[src/verilog/rio_defs.svh]
// Constants of the remote I/O master status and configuration block.
// Assumes a 40 MHz system clock and word-aligned Avalon-MM byte addresses.
//
// Behaviour
// - Unit-ready lamp on only while powered and the host has recognised the unit.
// - Input-single-word lamp on for one input word, off for two words.
// - Output-single-word lamp on for one output word, off for two words.
// - Link-ready lamp on in normal transmission, off on any transmission error.
// - Keep-on-error lamp lit whenever input retention on error is selected.
// - Transmit lamp flashes when active, steady on error, off on master fault.
// - Terminator lamp on at power-up, off when found, flashes if several.
// - Address-error lamp steady for slave addresses 28 to 30, flashes otherwise.
// - Slave alarm lamp latches on an output fault, without recording the slave.
// - Expansion transmit lamp flashes, steady on error, off on own fault.
// - Keep switch on freezes inputs on error; off clears every input bit.
// - Master output width one word when switch 2 on, two words when off.
// - Master input width one word when switch 1 on, two words when off.
// - A master fault disables retention at master and all expansion masters; the code retains inputs of expansion master 0 only.
// - An expansion fault disables retention there but keeps it at the master.
// - On a line break, words still received keep updating and retaining.
// - Expansion master is unit 2 when its switch 2 is on, else unit 1.
// - Expansion width one word when its switch 1 is on, two when off.
// - Switches are sampled once after reset; later changes need a new reset.
// - Link-ready relay closes exactly while the link-ready lamp is lit.
`ifndef RIO_DEFS_SVH
`define RIO_DEFS_SVH

`define RIO_OFS_CONFIG    5'h00
`define RIO_OFS_CONTROL   5'h04
`define RIO_OFS_STATUS    5'h08
`define RIO_OFS_MIN_LO    5'h0C
`define RIO_OFS_MIN_HI    5'h10
`define RIO_OFS_EIN_LO    5'h14
`define RIO_OFS_EIN_HI    5'h18

`define RIO_SW_IN_SINGLE  0
`define RIO_SW_OUT_SINGLE 1
`define RIO_SW_KEEP       2
`define RIO_SW_UNIT2      1

`define RIO_CTL_HOST_OK   0
`define RIO_CTL_ALM_CLR   1

`define RIO_ADDR_ERR_LO   5'h1C
`define RIO_ADDR_ERR_HI   5'h1E

`define RIO_CLK_HZ        40000000
`define RIO_FLASH_HALF_MS 250
`define RIO_FLASH_HALF_CYC ((`RIO_CLK_HZ / 1000) * `RIO_FLASH_HALF_MS)

`endif

[src/verilog/rio_pkg.sv]
// Types and helper functions of the remote I/O master status block.
// Assumes nothing of its surroundings.
`default_nettype none
package rio_pkg;

    typedef enum logic [1:0]
    {
        RIO_LAMP_OFF   = 2'b00,
        RIO_LAMP_ON    = 2'b01,
        RIO_LAMP_FLASH = 2'b10
    } rio_lamp_t;

    // Drives a lamp from its display mode and the shared flash phase.
    function automatic logic rio_lamp(input rio_lamp_t mode, input logic phase);
        rio_lamp = (mode == RIO_LAMP_ON) || ((mode == RIO_LAMP_FLASH) && phase);
    endfunction

    // Next value of one delivered input word: fresh data, retained, or cleared.
    function automatic logic [15:0] rio_word_nxt(input logic [15:0] cur,
                                                 input logic [15:0] fresh,
                                                 input logic        ok,
                                                 input logic        err,
                                                 input logic        keep,
                                                 input logic        used);
        if (!used)
            rio_word_nxt = 16'h0000;
        else if (ok)
            rio_word_nxt = fresh;
        else if (err && !keep)
            rio_word_nxt = 16'h0000;
        else
            rio_word_nxt = cur;
    endfunction

endpackage
`default_nettype wire

[src/verilog/rio_blink.sv]
// Free-running flash phase generator shared by all flashing lamps.
// Assumes one clock and an asynchronous active-high reset.
`timescale 1ns/100ps
`default_nettype none
module rio_blink
#(
    parameter int HALF_CYC = 10000000
)
(
    input  wire logic sys_clk,
    input  wire logic sys_rst,
    output logic      phase
);
    logic [23:0] cnt_r;
    logic        phase_r;
    wire         wrap = (cnt_r == 24'(HALF_CYC - 1));

    always_ff @(posedge sys_clk or posedge sys_rst)
    begin
        if (sys_rst)
        begin
            cnt_r   <= 24'h000000;
            phase_r <= 1'b0;
        end
        else
        begin
            cnt_r   <= wrap ? 24'h000000 : cnt_r + 24'h000001;
            phase_r <= wrap ? ~phase_r : phase_r;
        end
    end

    assign phase = phase_r;
endmodule
`default_nettype wire

[src/verilog/rio_master.sv]
// Configuration, input retention and indicator logic of a remote I/O master
// with two expansion masters. Link events arrive as synchronous levels from
// the line engine; the host reaches the registers over Avalon-MM.
//
// Decided for this implementation: the Avalon-MM register port and the register addresses.
`timescale 1ns/100ps
`default_nettype none
`include "rio_defs.svh"
module rio_master
    import rio_pkg::*;
#(
    parameter int FLASH_HALF_CYC = `RIO_FLASH_HALF_CYC
)
(
    input  wire logic        sys_clk,
    input  wire logic        sys_rst,
    input  wire logic [4:0]  avs_address,
    input  wire logic        avs_read,
    input  wire logic        avs_write,
    input  wire logic [31:0] avs_writedata,
    input  wire logic [3:0]  avs_byteenable,
    output logic [31:0]      avs_readdata,
    output logic             avs_waitrequest,
    input  wire logic [3:0]  sw_master,
    input  wire logic [1:0]  sw_exp0,
    input  wire logic [1:0]  sw_exp1,
    input  wire logic        trans_err,
    input  wire logic        master_fault,
    input  wire logic [1:0]  exp_fault,
    input  wire logic        term_search,
    input  wire logic        transmitting,
    input  wire logic [1:0]  term_count,
    input  wire logic        addr_err,
    input  wire logic [4:0]  addr_err_slave,
    input  wire logic        out_fault_evt,
    input  wire logic [31:0] min_data,
    input  wire logic [1:0]  min_word_ok,
    input  wire logic [31:0] ein_data,
    input  wire logic [1:0]  ein_word_ok,
    output logic             unit_ready_lamp,
    output logic             input_single_word_lamp,
    output logic             output_single_word_lamp,
    output logic             link_ready_lamp,
    output logic             link_ready_relay,
    output logic             keep_lamp,
    output logic             tr_lamp,
    output logic             term_lamp,
    output logic             slave_address_error_lamp,
    output logic             slave_alarm_lamp,
    output logic             slave_alarm_relay,
    output logic [1:0]       exp_unit2_lamp,
    output logic [1:0]       exp_single_word_lamp,
    output logic [1:0]       exp_tr_lamp
);
    logic        sampled_r;
    logic [3:0]  cfg_m_r;
    logic [1:0]  cfg_e0_r;
    logic [1:0]  cfg_e1_r;
    logic        host_ok_r;
    logic        alarm_r;
    logic [31:0] min_r;
    logic [31:0] ein_r;
    logic        wait_r;
    logic [31:0] rdata_r;
    logic        ready_l_r;
    logic        in1_l_r;
    logic        out1_l_r;
    logic        link_l_r;
    logic        relay_r;
    logic        keep_l_r;
    logic        tr_l_r;
    logic        term_l_r;
    logic        adr_l_r;
    logic [1:0]  unit2_l_r;
    logic [1:0]  e1w_l_r;
    logic [1:0]  etr_l_r;
    logic        phase;

    rio_blink #(.HALF_CYC(FLASH_HALF_CYC)) u_blink
    (
        .sys_clk (sys_clk),
        .sys_rst (sys_rst),
        .phase   (phase)
    );

    // Bus decode; one wait cycle, then the answer edge.
    wire        req       = avs_read || avs_write;
    wire        take      = req && !wait_r;
    wire        wr_ctl    = take && avs_write && (avs_address == `RIO_OFS_CONTROL)
                            && avs_byteenable[0];
    wire        alm_clr   = wr_ctl && avs_writedata[`RIO_CTL_ALM_CLR];

    // Configuration as latched after reset.
    wire        in_single  = cfg_m_r[`RIO_SW_IN_SINGLE];
    wire        out_single = cfg_m_r[`RIO_SW_OUT_SINGLE];
    wire        keep_sel   = cfg_m_r[`RIO_SW_KEEP];

    // Retention qualifiers per unit.
    wire        m_err  = trans_err || master_fault;
    wire        m_keep = keep_sel && !master_fault;
    wire        e_err  = m_err || exp_fault[0];
    wire        e_keep = keep_sel && !master_fault && !exp_fault[0];

    wire [31:0] min_nxt;
    wire [31:0] ein_nxt;
    assign min_nxt[15:0]  = rio_word_nxt(min_r[15:0], min_data[15:0], min_word_ok[0],
                                         m_err, m_keep, 1'b1);
    assign min_nxt[31:16] = rio_word_nxt(min_r[31:16], min_data[31:16], min_word_ok[1],
                                         m_err, m_keep, !in_single);
    assign ein_nxt[15:0]  = rio_word_nxt(ein_r[15:0], ein_data[15:0], ein_word_ok[0],
                                         e_err, e_keep, 1'b1);
    assign ein_nxt[31:16] = rio_word_nxt(ein_r[31:16], ein_data[31:16], ein_word_ok[1],
                                         e_err, e_keep, !cfg_e0_r[0]);

    // Lamp modes.
    wire        link_ok   = !trans_err && !master_fault;
    rio_lamp_t  tr_mode;
    rio_lamp_t  term_mode;
    rio_lamp_t  adr_mode;
    rio_lamp_t  etr_mode0;
    rio_lamp_t  etr_mode1;
    wire        adr_range = (addr_err_slave >= `RIO_ADDR_ERR_LO)
                            && (addr_err_slave <= `RIO_ADDR_ERR_HI);

    assign tr_mode   = master_fault ? RIO_LAMP_OFF :
                       trans_err ? RIO_LAMP_ON :
                       (term_search || transmitting) ? RIO_LAMP_FLASH : RIO_LAMP_OFF;
    assign term_mode = (term_count == 2'b00) ? RIO_LAMP_ON :
                       (term_count == 2'b01) ? RIO_LAMP_OFF : RIO_LAMP_FLASH;
    assign adr_mode  = !addr_err ? RIO_LAMP_OFF :
                       adr_range ? RIO_LAMP_ON : RIO_LAMP_FLASH;
    assign etr_mode0 = exp_fault[0] ? RIO_LAMP_OFF :
                       trans_err ? RIO_LAMP_ON :
                       transmitting ? RIO_LAMP_FLASH : RIO_LAMP_OFF;
    assign etr_mode1 = exp_fault[1] ? RIO_LAMP_OFF :
                       trans_err ? RIO_LAMP_ON :
                       transmitting ? RIO_LAMP_FLASH : RIO_LAMP_OFF;

    wire [31:0] status_w = {20'h00000, alarm_r, adr_l_r, term_l_r, tr_l_r, etr_l_r,
                            keep_l_r, link_l_r, out1_l_r, in1_l_r, ready_l_r, sampled_r};
    wire [31:0] config_w = {24'h000000, cfg_e1_r, cfg_e0_r, cfg_m_r};
    wire [31:0] rdata_nxt =
        (avs_address == `RIO_OFS_CONFIG)  ? config_w :
        (avs_address == `RIO_OFS_CONTROL) ? {31'h00000000, host_ok_r} :
        (avs_address == `RIO_OFS_STATUS)  ? status_w :
        (avs_address == `RIO_OFS_MIN_LO)  ? {16'h0000, min_r[15:0]} :
        (avs_address == `RIO_OFS_MIN_HI)  ? {16'h0000, min_r[31:16]} :
        (avs_address == `RIO_OFS_EIN_LO)  ? {16'h0000, ein_r[15:0]} :
        (avs_address == `RIO_OFS_EIN_HI)  ? {16'h0000, ein_r[31:16]} : 32'h00000000;

    // Bus slave: waitrequest drops for one cycle per request.
    always_ff @(posedge sys_clk or posedge sys_rst)
    begin
        if (sys_rst)
        begin
            wait_r  <= 1'b1;
            rdata_r <= 32'h00000000;
        end
        else
        begin
            wait_r  <= !(req && wait_r);
            rdata_r <= (req && wait_r) ? rdata_nxt : rdata_r;
        end
    end

    // Switches are caught at the first edge after reset release and then frozen.
    always_ff @(posedge sys_clk or posedge sys_rst)
    begin
        if (sys_rst)
        begin
            sampled_r <= 1'b0;
            cfg_m_r   <= 4'h0;
            cfg_e0_r  <= 2'h0;
            cfg_e1_r  <= 2'h0;
        end
        else if (!sampled_r)
        begin
            sampled_r <= 1'b1;
            cfg_m_r   <= sw_master;
            cfg_e0_r  <= sw_exp0;
            cfg_e1_r  <= sw_exp1;
        end
    end

    // Host control, alarm latch and delivered input words.
    always_ff @(posedge sys_clk or posedge sys_rst)
    begin
        if (sys_rst)
        begin
            host_ok_r <= 1'b0;
            alarm_r   <= 1'b0;
            min_r     <= 32'h00000000;
            ein_r     <= 32'h00000000;
        end
        else
        begin
            host_ok_r <= wr_ctl ? avs_writedata[`RIO_CTL_HOST_OK] : host_ok_r;
            alarm_r   <= out_fault_evt || (alarm_r && !alm_clr);
            min_r     <= min_nxt;
            ein_r     <= ein_nxt;
        end
    end

    // Indicator registers.
    always_ff @(posedge sys_clk or posedge sys_rst)
    begin
        if (sys_rst)
        begin
            ready_l_r <= 1'b0;
            in1_l_r   <= 1'b0;
            out1_l_r  <= 1'b0;
            link_l_r  <= 1'b0;
            relay_r   <= 1'b0;
            keep_l_r  <= 1'b0;
            tr_l_r    <= 1'b0;
            term_l_r  <= 1'b1;
            adr_l_r   <= 1'b0;
            unit2_l_r <= 2'h0;
            e1w_l_r   <= 2'h0;
            etr_l_r   <= 2'h0;
        end
        else
        begin
            ready_l_r <= host_ok_r;
            in1_l_r   <= in_single;
            out1_l_r  <= out_single;
            link_l_r  <= link_ok;
            relay_r   <= link_ok;
            keep_l_r  <= keep_sel;
            tr_l_r    <= rio_lamp(tr_mode, phase);
            term_l_r  <= rio_lamp(term_mode, phase);
            adr_l_r   <= rio_lamp(adr_mode, phase);
            unit2_l_r <= {cfg_e1_r[`RIO_SW_UNIT2], cfg_e0_r[`RIO_SW_UNIT2]};
            e1w_l_r   <= {cfg_e1_r[0], cfg_e0_r[0]};
            etr_l_r   <= {rio_lamp(etr_mode1, phase), rio_lamp(etr_mode0, phase)};
        end
    end

    assign avs_readdata             = rdata_r;
    assign avs_waitrequest          = wait_r;
    assign unit_ready_lamp          = ready_l_r;
    assign input_single_word_lamp   = in1_l_r;
    assign output_single_word_lamp  = out1_l_r;
    assign link_ready_lamp          = link_l_r;
    assign link_ready_relay         = relay_r;
    assign keep_lamp                = keep_l_r;
    assign tr_lamp                  = tr_l_r;
    assign term_lamp                = term_l_r;
    assign slave_address_error_lamp = adr_l_r;
    assign slave_alarm_lamp         = alarm_r;
    assign slave_alarm_relay        = alarm_r;
    assign exp_unit2_lamp           = unit2_l_r;
    assign exp_single_word_lamp     = e1w_l_r;
    assign exp_tr_lamp              = etr_l_r;
endmodule
`default_nettype wire

[config.mk]
export PLATFORM = sky130hd
export DESIGN_NAME = rio_master
export DESIGN_NICKNAME = d
export VERILOG_FILES = /design/src/verilog/rio_pkg.sv /design/src/verilog/rio_blink.sv /design/src/verilog/rio_master.sv
export VERILOG_INCLUDE_DIRS = /design/src /design/src/verilog
export SDC_FILE = /design/constraint.sdc
export NUM_CORES = 1
export LEC_CHECK = 0
export ABC_AREA = 1
export BUFFER_PORTS_ARGS = -buffer_cell sky130_fd_sc_hd__clkbuf_2
export CELL_PAD_IN_SITES_DETAIL_PLACEMENT = 2
export CELL_PAD_IN_SITES_GLOBAL_PLACEMENT = 2
export CORE_UTILIZATION = 33
export CTS_BUF_LIST = sky130_fd_sc_hd__clkbuf_8
export DETAILED_ROUTE_END_ITERATION = 10
export PLACE_DENSITY = 0.93
export SYNTH_ARGS = -nofsm -noshare
export SYNTH_HDL_FRONTEND = slang
export SYNTH_SLANG_ARGS = --single-unit
[constraint.sdc]
create_clock -name sys_clk -period 13.8 [get_ports sys_clk]
set_clock_uncertainty 0.2 [all_clocks]
set_input_delay 2.76 -clock sys_clk [delete_from_list [all_inputs] [get_ports sys_clk]]
set_output_delay 2.76 -clock sys_clk [all_outputs]
set_load 0.02 [all_outputs]
=== After elaboration in Yosys (flattened, before gate mapping) ===
Cells that the tools add are included.

* Bits of input ports: 136
* Bits in registers: 147
* Output and inout port bits: 50
* Word-level logic and storage cells: 116

* Reductions and logical operators: 42
* Eq/ne operators: 18
* Mux-type cells: 27
* Bitwise logic cells: 1
* Add/subtract/negate cells: 1
* Order comparisons: 2

{| class="wikitable"
|+ Operator list
! cell !! count
|-
| $mux 16 || 15
|-
| $add 24x1->24 const B || 1
|-
| $eq 24x24->1 const B || 1
|-
| $mux 24 || 1
|-
| $mux 2 || 11
|-
| $logic_and 1x1->1 || 18
|-
| $eq 5x5->1 const B || 3
|-
| $eq 2x1->1 const B || 6
|-
| $eq 2x2->1 const B || 5
|-
| $eq 5x4->1 const B || 2
|-
| $logic_or 1x1->1 || 10
|-
| $logic_not 1->1 || 8
|-
| $reduce_bool 3->1 || 2
|-
| $eq 5x3->1 const B || 1
|-
| $ge 5x5->1 const B || 1
|-
| $le 5x5->1 const B || 1
|-
| $logic_not 5->1 || 1
|-
| $reduce_bool 2->1 || 2
|-
| $logic_not 2->1 || 1
|-
| $not 1->1 || 1
|}

=== Logic depth before layout (Yosys ltp) ===
* Depth in word-level cells: 9
* Gate-level depth with buffers: 9
* Gate-level depth less buffers: 8

=== Cells and area by module ===
Synthesis repeated with hierarchy kept, for this count alone.

* Cells, all modules: 788
* Area total of the unflattened synthesis: 6,444.9 um^2

{| class="wikitable"
|+ By module, submodules not included
! module !! cells an instance !! times used !! seq. area each (um^2) !! area an instance (um^2)
|-
| rio_master || 574 || 1 || 2,655.0 || 4,947.2
|-
| rio_blink || 214 || 1 || 625.6 || 1,497.7
|}

=== Worst setup path before layout ===
No wires, ideal clock.

* Kind: in2reg
* Start: input port avs_address[1]
* End: register rdata_r[12] (netlist: avs_readdata[12])
* Setup slack: 9.922 ns
* Data required time: 13.480 ns
* Arrival time: 3.557 ns
* Setup time: 0.120 ns
* Stages: 8
* Cell sequence: nor2_4 -> nand2_1 -> nor3_2 -> inv_2 -> nor2_1 -> nor2_1 -> o21ai_1 -> nand2_1

* Word-level cells in the longest chain between the ends: 8
* Elaborated cells between the ends (all ways): 14

{| class="wikitable"
|+ RTL lines
! item !! RTL line !! RTL
|-
| from (decl) || rio_master.sv:17 || <nowiki>input wire logic [4:0] avs_address,</nowiki>
|-
| $eq 5x5->1 (no source line) || - ||
|-
| $mux 16 || rio_master.sv:149 || <nowiki>(avs_address == `RIO_OFS_EIN_HI) ? {16'h0000, ein_r[31:16]} : 32'h00000000;</nowiki>
|-
| $mux 16 || rio_master.sv:148 || <nowiki>(avs_address == `RIO_OFS_EIN_LO) ? {16'h0000, ein_r[15:0]} :</nowiki>
|-
| $mux 16 || rio_master.sv:147 || <nowiki>(avs_address == `RIO_OFS_MIN_HI) ? {16'h0000, min_r[31:16]} :</nowiki>
|-
| $mux 16 || rio_master.sv:146 || <nowiki>(avs_address == `RIO_OFS_MIN_LO) ? {16'h0000, min_r[15:0]} :</nowiki>
|-
| $mux 16 || rio_master.sv:145 || <nowiki>(avs_address == `RIO_OFS_STATUS) ? status_w :</nowiki>
|-
| $mux 16 || rio_master.sv:144 || <nowiki>(avs_address == `RIO_OFS_CONTROL) ? {31'h00000000, host_ok_r} :</nowiki>
|-
| $mux 16 * || rio_master.sv:143 || <nowiki>(avs_address == `RIO_OFS_CONFIG) ? config_w :</nowiki>
|-
| to (signal assigned) || rio_master.sv:162 || <nowiki>rdata_r <= (req && wait_r) ? rdata_nxt : rdata_r;</nowiki>
|-
| to (decl) || rio_master.sv:64 || <nowiki>logic [31:0] rdata_r;</nowiki>
|}

Every way passes the cells marked *; elsewhere a longest branch is shown, timed or not.
A chain may end at the register's enable or synchronous reset.

=== Worst setup path in the final report ===
* Start: input port avs_address[1]
* End: register rdata_r[0] (netlist: avs_readdata[0])

The elaborated chain is that of the path after synthesis.

==> run metrics <==
outcome=complete, no violations; Peak Freq=196 MHz; # fillers=2111; part of the cycle the worst path needs=between 30 and 40%; Layout area overhead=18.2%; drt pass-1 iters=4; pin count of the biggest net entering global routing=75; max-slew violation count=0; VDD IR-drop max=around 0.000059 V; total power=856 µW; Final Hold Vio Count=0; Initial Utilization=between 30% and 40%; Synth Instances=around 760; Die X-Extent=about 140 µm; fin nets=1017; port buffer count=~140; Worst Path Required=about 14000 ps; synthesized cell area=~6300 µm²; register area share after synthesis=52.0%; postcts setup bufs=0; root buf cell=clkbuf_8; CTS tree=done; largest area contributor in the netlist=dfrtp_1; top-count cell post-synth=nand2_1; PD cells=115 nW/µm²; leakage power=0.00376 µW; Die ar.=~20000 µm²; end-of-flow core utilization=between 30% and 40%; RSZ-0062 raised after global routing=no; max_cap viols=0; pre-CTS setup slack=about 8400 ps; antenna viol nets, final=0; top cell type's share of synthesized area=51.2%; die height=between 100 and 150 µm; final global-route overflow total=0; top post-synthesis cells by area=dfrtp_1 51%, nand2_1 10%, nand3_1 5.9%, inv_1 5.3%, nor2_1 3.6%; async set-reset flop share out of synthesis=100%; Antenna diodes=0; # clock sinks=131; critical path arrival=approximately 5300 ps; initial antenna violation count=0; mean post-synth cell area=8.36 µm²; Post-synth top cells=169 x nand2_1, 129 x dfrtp_1, 89 x inv_1, 74 x nand3_1, 61 x nor2_1; drt wl/cell=approximately 23 µm; number of DRC markers in iteration 0=383; number of global-route vias before repair=6834; wire length of the first global-routing pass=40400 µm; Tot GR Track Use=27.7%; row cnt=50; max_slew headroom=22.0%; PnR worst setup slack=8710 ps; proportion of layout cells with a drive suffix above 1=22.3%; DRC viols=0; Synth Register Bits=131; HPWL after detailed placement=roughly 17000 µm; min Tclk post-route=5090 ps; # setup viols final=0; Fin Setup TNS=0 ps; CTS resizes=0; placeable core area=18700 µm²; clock buffer depth=2; htree depth=4; Hold Worst Slack=210 ps; CP Capture Type=flip-flop; Final GP Congestion=about 0.86; CP max FO=35; CTS clk-pin slew, worst paths=around 80 ps; worst slew pin tran=1170 ps; CTS Hold Bufs=0; hold crit path type=flip-flop to flip-flop; Clk Latency, worst-skew pair=between 400 and 500 ps; routed vias=6087; via-per-instance ratio=5.40; ys flop type=dfrtp_1; IO Pins=186; CTS buffer count=17; EDFF count, synth=0; crit path kind=primary input to flip-flop; Worst Setup Start Kind=primary input; Yosys cell types=35; drt total wl=26000 µm; Yosys Warn Count=0
-- through the flow --
step / instances / cell area, µm²
floorplan: 770 / 6360
global placement: 1095 / 7080
detailed placement: 1095 / 7080
CTS: 1127 / 7450
global route: 1127 / 7450
finish: 1127 / 7450
-- final timing paths --
kind	slack [ps]	cells after the start	start	endpoint
worst min-delay path	210	0	cfg_e1_r[1]	exp_unit2_lamp[1]
worst max register to register	11160	7	avs_waitrequest	avs_readdata[0]
min in group asynchronous	2320	2	sys_rst	ein_r[4]
max in group asynchronous	9720	3	sys_rst	exp_tr_lamp[0]
worst min register to register	210	0	cfg_e1_r[1]	exp_unit2_lamp[1]
worst max-delay path	8710	8	avs_address[1]	avs_readdata[0]
-- report_power, final --
part	switching [µW]	internal, µW
Sequential	19.2	406
Combinational	79.1	31.6
Clock	163	157
Total	261	595
-- flip-flops by register name, indices dropped and copies added, names as in the netlist, 2 cells and up --
| signal | cells |
|---|---|
| ein_r | 32 |
| u_blink.cnt_r | 24 |
| avs_readdata | 16 |
| cfg_e1_r | 2 |
| min_r | 32 |
| exp_single_word_lamp | 2 |
| cfg_m_r | 4 |
| cfg_e0_r | 2 |
| exp_tr_lamp | 2 |
| exp_unit2_lamp | 2 |
-- placed cells by master, fill, tap and decap left out, types with 3 or more instances in the layout --
cell	count
a21oi_1	23
buf_4	3
clkbuf_2	136
clkbuf_8	24
clkinv_1	3
clkinv_2	5
conb_1	17
dfrtp_1	129
inv_1	88
inv_2	7
mux2_2	5
nand2_1	169
nand3_1	74
nand3_2	4
nand3b_1	3
nand4_1	35
nor2_1	61
nor3_1	6
nor3_2	4
o211ai_1	11
o21ai_0	45
o22ai_1	3
xnor2_1	6
xor2_1	13
-- cell families (layout without fill, tap and decap cells) --
kind of cell / after synthesis / after routing / share of synthesized area (%)
adders and majority gates: 1 / 1 / 0.198
muxes: 5 / 5 / 0.892
AOI/OAI and AO/OA: 89 / 89 / 7.68
DFF: 131 / 131 / 52.0
buffers and inverters: 147 / 270 / 10.5
xor gates and xnor gates: 19 / 19 / 2.64
other: 2 / 17 / 0.119
and+or+nand+nor: 361 / 361 / 26.0
-- area by class of cell --
| type | instances | area (µm²) | area share, % |
|---|---|---|---|
| multi-input combinational | 492 | 2420 | 32.5 |
| clock buffer | 24 | 330 | 4.43 |
| timing repair buffer | 139 | 703 | 9.43 |
| inverter | 99 | 374 | 5.02 |
| tap | 234 | 293 | 3.93 |
| clock inverter | 8 | 48.8 | 0.655 |
| sequential | 131 | 3280 | 44.0 |
-- worst max-delay path: stages --
cell,delay [ps]
clkbuf_2,100
nor2_4,660
nand3_1,250
nor2_1,940
nand2_1,190
nand4_1,190
nand2_1,80
nand2_1,80
-- per-layer routing --
metal  wire, µm  share of wire, %  vias to the layer above  global-route usage (%)
met4       1090               4.2                        0                    13.5
met3       1340               5.2                       70                    5.68
met5          0                 0                        -                       0
met2      13000                50                      218                    48.1
met1      10500                40                     3150                    32.8
li1           -                 -                     2649                       -
No activity file was read; power rests on OpenSTA's default activity.
